$ cat config.mk
export PLATFORM = sky130hd
export DESIGN_NAME = scw_device_flat
export DESIGN_NICKNAME = d
export VERILOG_FILES = /design/src/logic/scw_pkg.sv /design/src/logic/scw_if.sv /design/src/logic/scw_device.sv /design/src/flat_wrapper.sv
export SDC_FILE = /design/constraint.sdc
export NUM_CORES = 1
export LEC_CHECK = 0
export BUFFER_PORTS_ARGS = -buffer_cell sky130_fd_sc_hd__buf_2
export CORE_ASPECT_RATIO = 0.5
export CORE_MARGIN = 5
export CORE_UTILIZATION = 70
export CTS_BUF_LIST = sky130_fd_sc_hd__clkbuf_4 sky130_fd_sc_hd__clkbuf_8
export DETAILED_ROUTE_END_ITERATION = 10
export PLACE_DENSITY = 0.86
export SYNTH_ARGS = -nofsm -noshare
export SYNTH_HDL_FRONTEND = slang
export SYNTH_SLANG_ARGS = --single-unit
export TNS_END_PERCENT = 10
$ cat constraint.sdc
create_clock -name clk -period 17.2 [get_ports clk]
set_input_delay 3.44 -clock clk [delete_from_list [all_inputs] [get_ports clk]]
set_output_delay 3.44 -clock clk [all_outputs]
set_load 0.02 [all_outputs]
$ cat src/logic/scw_pkg.sv
// shared constants, types and refresh-byte decoding for the challenge watchdog
// assumes a 50 MHz system clock on both ends of the serial link
package scw_pkg;
  localparam int CLK_MHZ = 50;
  localparam int WD_UNIT_US = 2000;
  localparam int WD_UNIT_CYC = WD_UNIT_US * CLK_MHZ;
  localparam int NREQ_TIMEOUT_MS = 256;
  localparam int NREQ_TIMEOUT_CYC = NREQ_TIMEOUT_MS * 1000 * CLK_MHZ;
  localparam int RESET_HOLD_US = 1000;
  localparam int RESET_HOLD_CYC = RESET_HOLD_US * CLK_MHZ;
  localparam logic [3:0] INT_PULSE_CYC = 4'h8;
  localparam logic [3:0] SCLK_HALF_CYC = 4'h8;
  localparam logic [4:0] FRAME_BITS = 5'h10;
  localparam logic [4:0] HALF_FRAME_BITS = 5'h08;
  localparam int CNT_W = 24;
  localparam logic [1:0] BOOT_DONE = 2'h3;

  localparam logic [7:0] CMD_REFRESH = 8'h5A;
  localparam logic [7:0] CMD_READ_CHAL = 8'h1B;
  localparam logic [7:0] CMD_INIT_WD = 8'h21;
  localparam logic [7:0] CMD_TIMER = 8'h23;
  localparam logic [7:0] CMD_INT_READ = 8'h25;
  localparam logic [7:0] CMD_CAN_REG = 8'h27;

  localparam int CFG_WINDOW_BIT = 1;
  localparam int CFG_TYPE_LSB = 2;
  localparam int CFG_INTCHK_BIT = 7;
  localparam int TIM_CODE_MSB = 2;
  localparam int TIM_SHORT_BIT = 7;
  localparam int CAN_EN_BIT = 0;
  localparam logic [7:0] CFG_RESET = 8'h00;
  localparam logic [2:0] TIM_RESET = 3'h0;
  // arbitrary nonzero seed
  localparam logic [7:0] CHAL_SEED = 8'hA5;

  typedef enum logic [1:0] {
    WD_SIMPLE = 2'h0,
    WD_ADV1 = 2'h1,
    WD_ADV2 = 2'h2,
    WD_ADV4 = 2'h3
  } scw_wdtype_t;

  typedef enum logic [3:0] {
    MODE_INIT = 4'h1,
    MODE_NREQ = 4'h2,
    MODE_NORMAL = 4'h4,
    MODE_RESET = 4'h8
  } scw_mode_t;

  function automatic logic [1:0] scw_last_part(scw_wdtype_t t);
    case (t)
      WD_ADV2: scw_last_part = 2'h1;
      WD_ADV4: scw_last_part = 2'h3;
      default: scw_last_part = 2'h0;
    endcase
  endfunction : scw_last_part

  // data byte expected in partial refresh idx; msbs go first
  function automatic logic [7:0] scw_part_byte(logic [7:0] chal, scw_wdtype_t t,
                                               logic [1:0] idx);
    logic [7:0] inv;
    inv = ~chal;
    case (t)
      WD_ADV1: scw_part_byte = inv;
      WD_ADV2: scw_part_byte = inv & (idx[0] ? 8'h0F : 8'hF0);
      WD_ADV4: scw_part_byte = inv & (8'hC0 >> {idx, 1'b0});
      default: scw_part_byte = 8'h00;
    endcase
  endfunction : scw_part_byte
endpackage : scw_pkg

$ cat src/logic/scw_if.sv
// serial link between the watchdog device and its host controller
// host drives clock, select and data out; device answers and pulses its interrupt
`timescale 1ns/1ps
interface scw_if;
  logic sclk;
  logic csN;
  logic mosi;
  logic miso;
  logic intN;
  modport dev (input sclk, input csN, input mosi, output miso, output intN);
  modport host (output sclk, output csN, output mosi, input miso, input intN);
endinterface : scw_if

$ cat src/logic/scw_device.sv
// device end: serial slave, mode control, watchdog timers and challenge check
// assumes a host sending 16-bit msb-first frames, data valid on sclk rise
`timescale 1ns/1ps
module scw_device
  import scw_pkg::*;
#(
  parameter int WD_UNIT = WD_UNIT_CYC,
  parameter int NREQ_TIMEOUT = NREQ_TIMEOUT_CYC,
  parameter int RESET_HOLD = RESET_HOLD_CYC
) (
  input wire logic clk,
  input wire logic rst_n,
  scw_if.dev spi,
  input wire logic debugSelectPin,
  input wire logic batteryFail,
  input wire logic eventIn,
  output scw_mode_t mode,
  output logic wdResetN,
  output logic canSupplyRegulator,
  output logic [7:0] randomChallengeCode
);
  logic [4:0] syncA;
  logic [4:0] syncB;
  logic [1:0] syncC;
  logic [4:0] bitCnt;
  logic [15:0] rx;
  logic [15:0] tx;
  logic [7:0] nextChal;
  logic [7:0] lfsr;
  logic [7:0] cfg;
  logic [2:0] periodCode;
  logic nreqShort;
  logic [1:0] partIdx;
  logic [CNT_W-1:0] periodCnt;
  logic [CNT_W-1:0] resetHold;
  logic intPending;
  logic [CNT_W-1:0] intAge;
  logic [3:0] intPulseCnt;
  logic intN;
  logic [1:0] bootCnt;

  // link pins and straps pass two flops before use
  always_ff @(posedge clk or negedge rst_n) begin
    if (!rst_n) begin
      syncA <= 5'h03;
      syncB <= 5'h03;
      syncC <= 2'h1;
    end else begin
      syncA <= {batteryFail, debugSelectPin, spi.sclk, spi.csN, spi.mosi};
      syncB <= syncA;
      syncC <= syncB[2:1];
    end
  end

  wire logic mosiS = syncB[0];
  wire logic csS = syncB[1];
  wire logic sclkS = syncB[2];
  wire logic dbgS = syncB[3];
  wire logic batS = syncB[4];
  wire logic sclkRise = sclkS & ~syncC[1] & ~csS;
  wire logic sclkFall = ~sclkS & syncC[1] & ~csS;
  wire logic csFall = ~csS & syncC[0];
  wire logic frameDone = csS & ~syncC[0] & (bitCnt == FRAME_BITS);
  wire logic [7:0] cmd = rx[15:8];
  wire logic [7:0] dat = rx[7:0];

  wire scw_wdtype_t wdType = scw_wdtype_t'(cfg[CFG_TYPE_LSB+1:CFG_TYPE_LSB]);
  wire logic advanced = wdType != WD_SIMPLE;
  wire logic windowSel = cfg[CFG_WINDOW_BIT];
  wire logic isLastPart = partIdx == scw_last_part(wdType);

  // decided once the command byte is in, so the low reply byte can follow
  wire logic lastRefreshFrame = rx[7:0] == CMD_REFRESH && mode == MODE_NORMAL
                                && advanced && isLastPart;
  wire logic [7:0] replyLow = lastRefreshFrame ? lfsr : randomChallengeCode;

  always_ff @(posedge clk or negedge rst_n) begin
    if (!rst_n) begin
      bitCnt <= 5'h00;
      rx <= 16'h0000;
      tx <= 16'h0000;
      nextChal <= CHAL_SEED;
    end else if (csFall) begin
      bitCnt <= 5'h00;
      tx <= {4'h0, mode, randomChallengeCode};
    end else if (sclkRise) begin
      rx <= {rx[14:0], mosiS};
      bitCnt <= bitCnt + 5'h01;
    end else if (sclkFall && bitCnt == HALF_FRAME_BITS) begin
      tx <= {replyLow, 8'h00};
      nextChal <= lfsr;
    end else if (sclkFall) begin
      tx <= {tx[14:0], 1'b0};
    end
  end

  assign spi.miso = tx[15];

  always_ff @(posedge clk or negedge rst_n) begin
    if (!rst_n) begin
      lfsr <= CHAL_SEED;
    end else begin
      lfsr <= {lfsr[6:0], lfsr[7] ^ lfsr[5] ^ lfsr[4] ^ lfsr[3]};
    end
  end

  // period and limits
  logic [CNT_W-1:0] periodLen;
  logic [CNT_W-1:0] curLimit;
  assign periodLen = CNT_W'((32'(periodCode) + 32'd1) * WD_UNIT);
  assign curLimit = (mode == MODE_NREQ && !nreqShort) ? CNT_W'(NREQ_TIMEOUT) : periodLen;

  wire logic periodEnd = periodCnt >= curLimit - 1'b1;
  wire logic inWindow = periodCnt >= {1'b0, periodLen[CNT_W-1:1]};
  wire logic [CNT_W-1:0] intLimit = {periodLen[CNT_W-2:0], 1'b0};
  wire logic intLate = cfg[CFG_INTCHK_BIT] && intPending && intAge >= intLimit - 1'b1;

  wire logic isRefresh = frameDone && cmd == CMD_REFRESH;
  wire logic nreqRefresh = isRefresh && dat == 8'h00
                           && (mode == MODE_INIT || mode == MODE_NREQ);
  // timeout type needs no window; last partial must land in window
  wire logic refreshOk = dat == scw_part_byte(randomChallengeCode, wdType, partIdx)
                         && (!isLastPart || !windowSel || inWindow);
  wire logic normalFail = mode == MODE_NORMAL
                          && ((isRefresh && !refreshOk)
                              || (!isRefresh && (periodEnd || intLate)));
  wire logic nreqFail = mode == MODE_NREQ && periodEnd && !nreqRefresh;
  wire logic wdFail = normalFail || nreqFail;
  wire logic goReset = wdFail && !dbgS;
  wire logic intRead = frameDone && cmd == CMD_INT_READ;

  always_ff @(posedge clk or negedge rst_n) begin
    if (!rst_n) begin
      mode <= MODE_INIT;
      periodCnt <= '0;
      partIdx <= 2'h0;
      resetHold <= '0;
      wdResetN <= 1'b1;
      randomChallengeCode <= CHAL_SEED;
    end else if (batS) begin
      mode <= MODE_INIT;
      periodCnt <= '0;
      partIdx <= 2'h0;
      wdResetN <= 1'b1;
    end else if (nreqRefresh) begin
      mode <= MODE_NORMAL;
      periodCnt <= '0;
      partIdx <= 2'h0;
    end else if (goReset) begin
      mode <= MODE_RESET;
      resetHold <= CNT_W'(RESET_HOLD - 1);
      wdResetN <= 1'b0;
      periodCnt <= '0;
      partIdx <= 2'h0;
    end else begin
      case (mode)
        MODE_NREQ, MODE_NORMAL: begin
          if (wdFail) begin
            // debug: restart silently
            periodCnt <= '0;
            partIdx <= 2'h0;
          end else if (isRefresh && mode == MODE_NORMAL && isLastPart) begin
            periodCnt <= '0;
            partIdx <= 2'h0;
            if (advanced) begin
              randomChallengeCode <= nextChal;
            end
          end else if (isRefresh && mode == MODE_NORMAL) begin
            partIdx <= partIdx + 2'h1;
            periodCnt <= periodCnt + 1'b1;
          end else begin
            periodCnt <= periodCnt + 1'b1;
          end
        end
        MODE_RESET: begin
          if (resetHold == '0) begin
            mode <= MODE_NREQ;
            wdResetN <= 1'b1;
            periodCnt <= '0;
          end else begin
            resetHold <= resetHold - 1'b1;
          end
        end
        MODE_INIT: begin
          periodCnt <= '0;
        end
        default: begin
          mode <= MODE_INIT;
        end
      endcase
    end
  end

  // configuration writes
  always_ff @(posedge clk or negedge rst_n) begin
    if (!rst_n) begin
      cfg <= CFG_RESET;
      periodCode <= TIM_RESET;
      nreqShort <= 1'b0;
    end else if (batS) begin
      cfg <= CFG_RESET;
      periodCode <= TIM_RESET;
      nreqShort <= 1'b0;
    end else begin
      if (frameDone && cmd == CMD_INIT_WD && mode == MODE_INIT) begin
        cfg <= dat;
      end
      if (frameDone && cmd == CMD_TIMER && mode != MODE_RESET) begin
        periodCode <= dat[TIM_CODE_MSB:0];
        nreqShort <= dat[TIM_SHORT_BIT];
      end
      if (goReset) begin
        nreqShort <= 1'b0;
      end
    end
  end

  // interrupt pulse and read-back monitor; a new event beats a read
  always_ff @(posedge clk or negedge rst_n) begin
    if (!rst_n) begin
      intPending <= 1'b0;
      intAge <= '0;
    end else if (eventIn) begin
      intPending <= 1'b1;
      intAge <= '0;
    end else if (intRead || goReset) begin
      intPending <= 1'b0;
      intAge <= '0;
    end else if (intPending) begin
      intAge <= intAge + 1'b1;
    end
  end

  always_ff @(posedge clk or negedge rst_n) begin
    if (!rst_n) begin
      intPulseCnt <= 4'h0;
      intN <= 1'b1;
    end else if (eventIn) begin
      intPulseCnt <= INT_PULSE_CYC - 4'h1;
      intN <= 1'b0;
    end else if (intPulseCnt != 4'h0) begin
      intPulseCnt <= intPulseCnt - 4'h1;
    end else begin
      intN <= 1'b1;
    end
  end

  assign spi.intN = intN;

  // strap caught once the synchroniser has filled
  always_ff @(posedge clk or negedge rst_n) begin
    if (!rst_n) begin
      bootCnt <= 2'h0;
      canSupplyRegulator <= 1'b0;
    end else if (bootCnt != BOOT_DONE) begin
      bootCnt <= bootCnt + 2'h1;
      if (bootCnt + 2'h1 == BOOT_DONE) begin
        canSupplyRegulator <= dbgS;
      end
    end else if (frameDone && cmd == CMD_CAN_REG) begin
      canSupplyRegulator <= dat[CAN_EN_BIT];
    end
  end
endmodule : scw_device

$ cat src/flat_wrapper.sv
// flat-port wrapper written by rule: the top's interface ports become plain ports
module scw_device_flat import scw_pkg::*;
#(
  parameter int WD_UNIT = WD_UNIT_CYC,
  parameter int NREQ_TIMEOUT = NREQ_TIMEOUT_CYC,
  parameter int RESET_HOLD = RESET_HOLD_CYC
)
  (clk, rst_n, debugSelectPin, batteryFail, eventIn, mode, wdResetN, canSupplyRegulator, randomChallengeCode, spi_sclk, spi_csN, spi_mosi, spi_miso, spi_intN);
  scw_if spi_i ();
  input wire logic clk;
  input wire logic rst_n;
  input wire logic debugSelectPin;
  input wire logic batteryFail;
  input wire logic eventIn;
  output scw_mode_t mode;
  output logic wdResetN;
  output logic canSupplyRegulator;
  output logic [7:0] randomChallengeCode;
  input wire logic [$bits(spi_i.sclk)-1:0] spi_sclk;
  input wire logic [$bits(spi_i.csN)-1:0] spi_csN;
  input wire logic [$bits(spi_i.mosi)-1:0] spi_mosi;
  output wire logic [$bits(spi_i.miso)-1:0] spi_miso;
  output wire logic [$bits(spi_i.intN)-1:0] spi_intN;
  assign spi_i.sclk = spi_sclk;
  assign spi_i.csN = spi_csN;
  assign spi_i.mosi = spi_mosi;
  assign spi_miso = spi_i.miso;
  assign spi_intN = spi_i.intN;
  scw_device #(.WD_UNIT(WD_UNIT), .NREQ_TIMEOUT(NREQ_TIMEOUT), .RESET_HOLD(RESET_HOLD)) u_core (.clk(clk), .rst_n(rst_n), .spi(spi_i), .debugSelectPin(debugSelectPin), .batteryFail(batteryFail), .eventIn(eventIn), .mode(mode), .wdResetN(wdResetN), .canSupplyRegulator(canSupplyRegulator), .randomChallengeCode(randomChallengeCode));
endmodule
==> results.md <==
- Status: complete, no violations
- GR Layer Usage met2: 47.2%
- Synthesized area: 10,500 sq um
- Detailed-route via count: 8,424
- Ys async rst share: 100%
- Layout overhead on the synthesized area: 6.41%
- Max-slew violations: 0
- # fillers: 995
- Post-route DRC violation count: 0
- Share of cells above drive strength 1: 11.7%
- DR iter-0 viols: 643
- Synth cell types: 72
- Initial antenna violation count: 0
- Crit. End Element: flop
- Worst skew pair latency: 0.48 ns
- Crit path depth: 24
- Post-synthesis cell count: 1,110
- CP Class: reg -> reg
- Max-Cap Viols: 0
- Chip Width: 183 um
- IO Pins: 24
- DP Cell Count: 1,305
- Commonest non-fill, non-tap cells in the layout: dfrtp_1, nor2_1, nand2_1
- Routed wire length per instance: 17.9 um
- Vias in the first global route: 8,200
- Buffers & Inverters on Critical Path: 1
- Internal power: 553 uW
- Routed WL: 23.9 mm
- Die H: 96.5 um
- CP max stage delay: 0.96 ns
- Pwr/cell area: 67.9 nW/um^2
- Mean area per synthesized cell: 9.44 sq um
- Worst-path cell with the longest stage delay: or4_1
- CP cell instances: inv_1 > ha_1 > ha_1 > xnor2_1 > ha_1 > o21bai_1 > ha_1 > nand3_1 > a2111oi_0 > o211ai_1 > xor2_1 > nand2_1 > or2_2 > nor4_1 > o21ai_0 > ha_1 > nand4_1 > nor2_1 > a221oi_1 > o211ai_1 > a21o_1 > a31o_1 > or4_1 > o31ai_1
- CTS H-tree lvls: 4
- Die area: 17,700 sq um
- CTS tree: yes
- Logic pwr share: 5.8%
- P_sw: 204 uW
- # clock sinks: 169
- CTS Buf Count: 17
- Lkg Pwr: 5.08 nW
- R2R setup slack: 9.06 ns
- Critical Path Fanout Max: 22
- Routed Antenna Nets: 0
- RR Startpoint: u_core.periodCode[0]$_DFFE_PN0P_
- Grt met3 use: 5.68%
- Effective utilization at floorplan: 71.9%
- Hold WC Path Type: reg -> reg
- Setup crit end: u_core.periodCnt[7]$_DFFE_PN0P_
- Seq/Total Area, Yosys: 40.6%
- Vias per cell: 6.30
- Critical path arrival: 8.51 ns
- RSZ-0062 raised after global routing: false
- Ys flop type: dfrtp_1
- Setup TNS: 0 ns
- Buffers on Ports: 23
- VDD IR max: 0.0802 mV
- Reg2reg end: u_core.periodCnt[7]$_DFFE_PN0P_
- Final period utilization: 47.3%
- Non-Filler Instances: 1,337
- Most common cell after layout, fill and taps aside: dfrtp_1
- Yosys warns: 0
- FMAX: 123 MHz
- Clk slew on worst S/H paths: 0.10 ns
- Final hold slack: 0.358 ns
- Syn_nets: 1,202
- Post-CTS sizing: 0
- Worst setup startpoint: u_core.periodCode[0]$_DFFE_PN0P_
- Largest net degree at the start of global routing: 95
- Min Tclk post-route: 8.14 ns
- Core area: 14,600 sq um
- Clock Skew: 0.0285 ns
- Detail Placement HPWL: 17.4 mm
- Seq pwr share: 56.6%
- Hold Fails Final Rpt: 0
- Most used cell, CP: ha_1
- Postcts setup bufs: 0
- CTS Buffer Depth: 2
- N_diodes: 0
- Fin nets: 1,218
- First-pass GRT wire length: 39.8 mm
- Gr usage total: 28.0%
- Remaining global-route overflow: 0
- Post-CTS Hold Fix Bufs: 0
- Final core utilization: 76.5%
- Gr busiest metal: met2
- Yosys reg bits: 169
- Row cnt: 31
- Routability cong.: 0.938
- Worst setup SP type: flop
- Worst R2R Path Depth: 24
- Critical Path RT: 17.57 ns
- Max-slew headroom: 32.0%
- First-pass iteration count of the detailed router: 5
- Setup violators final: 0
- Net Sw Frac: 26.9%
- Delay-heaviest family, CP: compound AO/OA/AOI/OAI gates
- GR Util met1: 37.4%
- Number of flops mapped to enable cells by yosys: 0
- Root Buffer: clkbuf_8
- Clock power share: 37.6%
- Worst Tran Pin Value: 1.02 ns
==> state kept, by name (all words and copies together) (netlist names), 2 cells and up <==
| register | cells |
|---|---|
| u_core.nextChal | 8 |
| u_core.periodCode | 3 |
| u_core.cfg | 4 |
| u_core.intAge | 24 |
| u_core.periodCnt | 24 |
| u_core.resetHold | 24 |
| u_core.lfsr | 8 |
| u_core.syncA | 5 |
| u_core.mode | 4 |
| u_core.rx | 16 |
| u_core.tx | 16 |
| u_core.syncC | 2 |
| u_core.bootCnt | 2 |
| u_core.randomChallengeCode | 8 |
| u_core.intPulseCnt | 4 |
| u_core.partIdx | 2 |
| u_core.bitCnt | 5 |
| u_core.syncB | 5 |
==> power by group through the flow <==
| stage | combinational [mW] | sequential, mW | clock, mW |
|---|---|---|---|
| floorplan | 0.0337 | 0.426 | 0 |
| global placement | 0.0428 | 0.434 | 0 |
| detailed placement | 0.0446 | 0.436 | 0 |
| CTS | 0.0449 | 0.428 | 0.288 |
| global route | 0.0497 | 0.431 | 0.308 |
| finish | 0.0443 | 0.428 | 0.285 |
==> how the worst min path moves through the flow <==
stage,endpoint,cells after the start,start,slack (ns)
3_5_place_dp,u_core.syncB[4]$_DFF_PN0_,0,u_core.syncA[4]$_DFF_PN0_,0.33
2_1_floorplan,u_core.syncB[2]$_DFF_PN0_,0,u_core.syncA[2]$_DFF_PN0_,0.33
3_3_place_gp,u_core.syncB[2]$_DFF_PN0_,0,u_core.syncA[2]$_DFF_PN0_,0.33
4_1_cts,u_core.syncB[4]$_DFF_PN0_,0,u_core.syncA[4]$_DFF_PN0_,0.36
5_1_grt,u_core.syncB[0]$_DFF_PN1_,0,u_core.syncA[0]$_DFF_PN1_,0.36
6_report,u_core.syncB[0]$_DFF_PN1_,0,u_core.syncA[0]$_DFF_PN1_,0.36
==> area by class of cell <==
| type | instances | area, sq um | share of cell area (%) |
|---|---|---|---|
| multi-input cells | 855 | 5890 | 52.8 |
| flip-flops and latches | 169 | 4250 | 38.1 |
| clock buffers | 19 | 255 | 2.29 |
| well taps | 198 | 248 | 2.22 |
| inverters | 55 | 206 | 1.85 |
| repair buffers | 28 | 159 | 1.42 |
| clock inverters | 13 | 141 | 1.27 |
==> stage by stage <==
step                      setup slack (ns)  cell area, sq um  power [mW]
after floorplan                      10.50             10500       0.459
after global placement                9.62             10800       0.477
after detailed placement              9.26             10800       0.480
after CTS                             9.19             11200       0.761
after global routing                  8.54             11200       0.788
final                                 9.06             11200       0.757
==> cells by family after synthesis <==
group | Yosys count | synth area share (%)
DFF | 169 | 40.6
xor gates and xnor gates | 88 | 7.42
muxes | 50 | 5.16
AOI/OAI and AO/OA | 196 | 12.6
buffers and inverters | 86 | 3.28
and+or+nand+nor | 436 | 20.9
adders and majority gates | 85 | 10.1
==> cell usage after synthesis, types with 23 or more instances <==
library cell,n,area (sq um)
a21oi_1,49,245
clkbuf_1,23,86.3
dfrtp_1,149,3730
ha_1,84,1050
inv_1,55,206
mux2_2,32,360
nand2_1,104,390
nand3_1,43,215
nor2_1,120,450
nor3_1,33,165
o21ai_0,35,175
xnor2_1,47,412
xor2_1,40,350
==> layer usage <==
layer  wire, um  share of wire, %  up-vias
met5          0                 0        -
met4        450               1.9        0
met3       1390               5.8       52
met2      11200                47      275
met1      10800                45     4104
li1           -                 -     3993
Note: power is estimated with default switching activity, not from simulation.
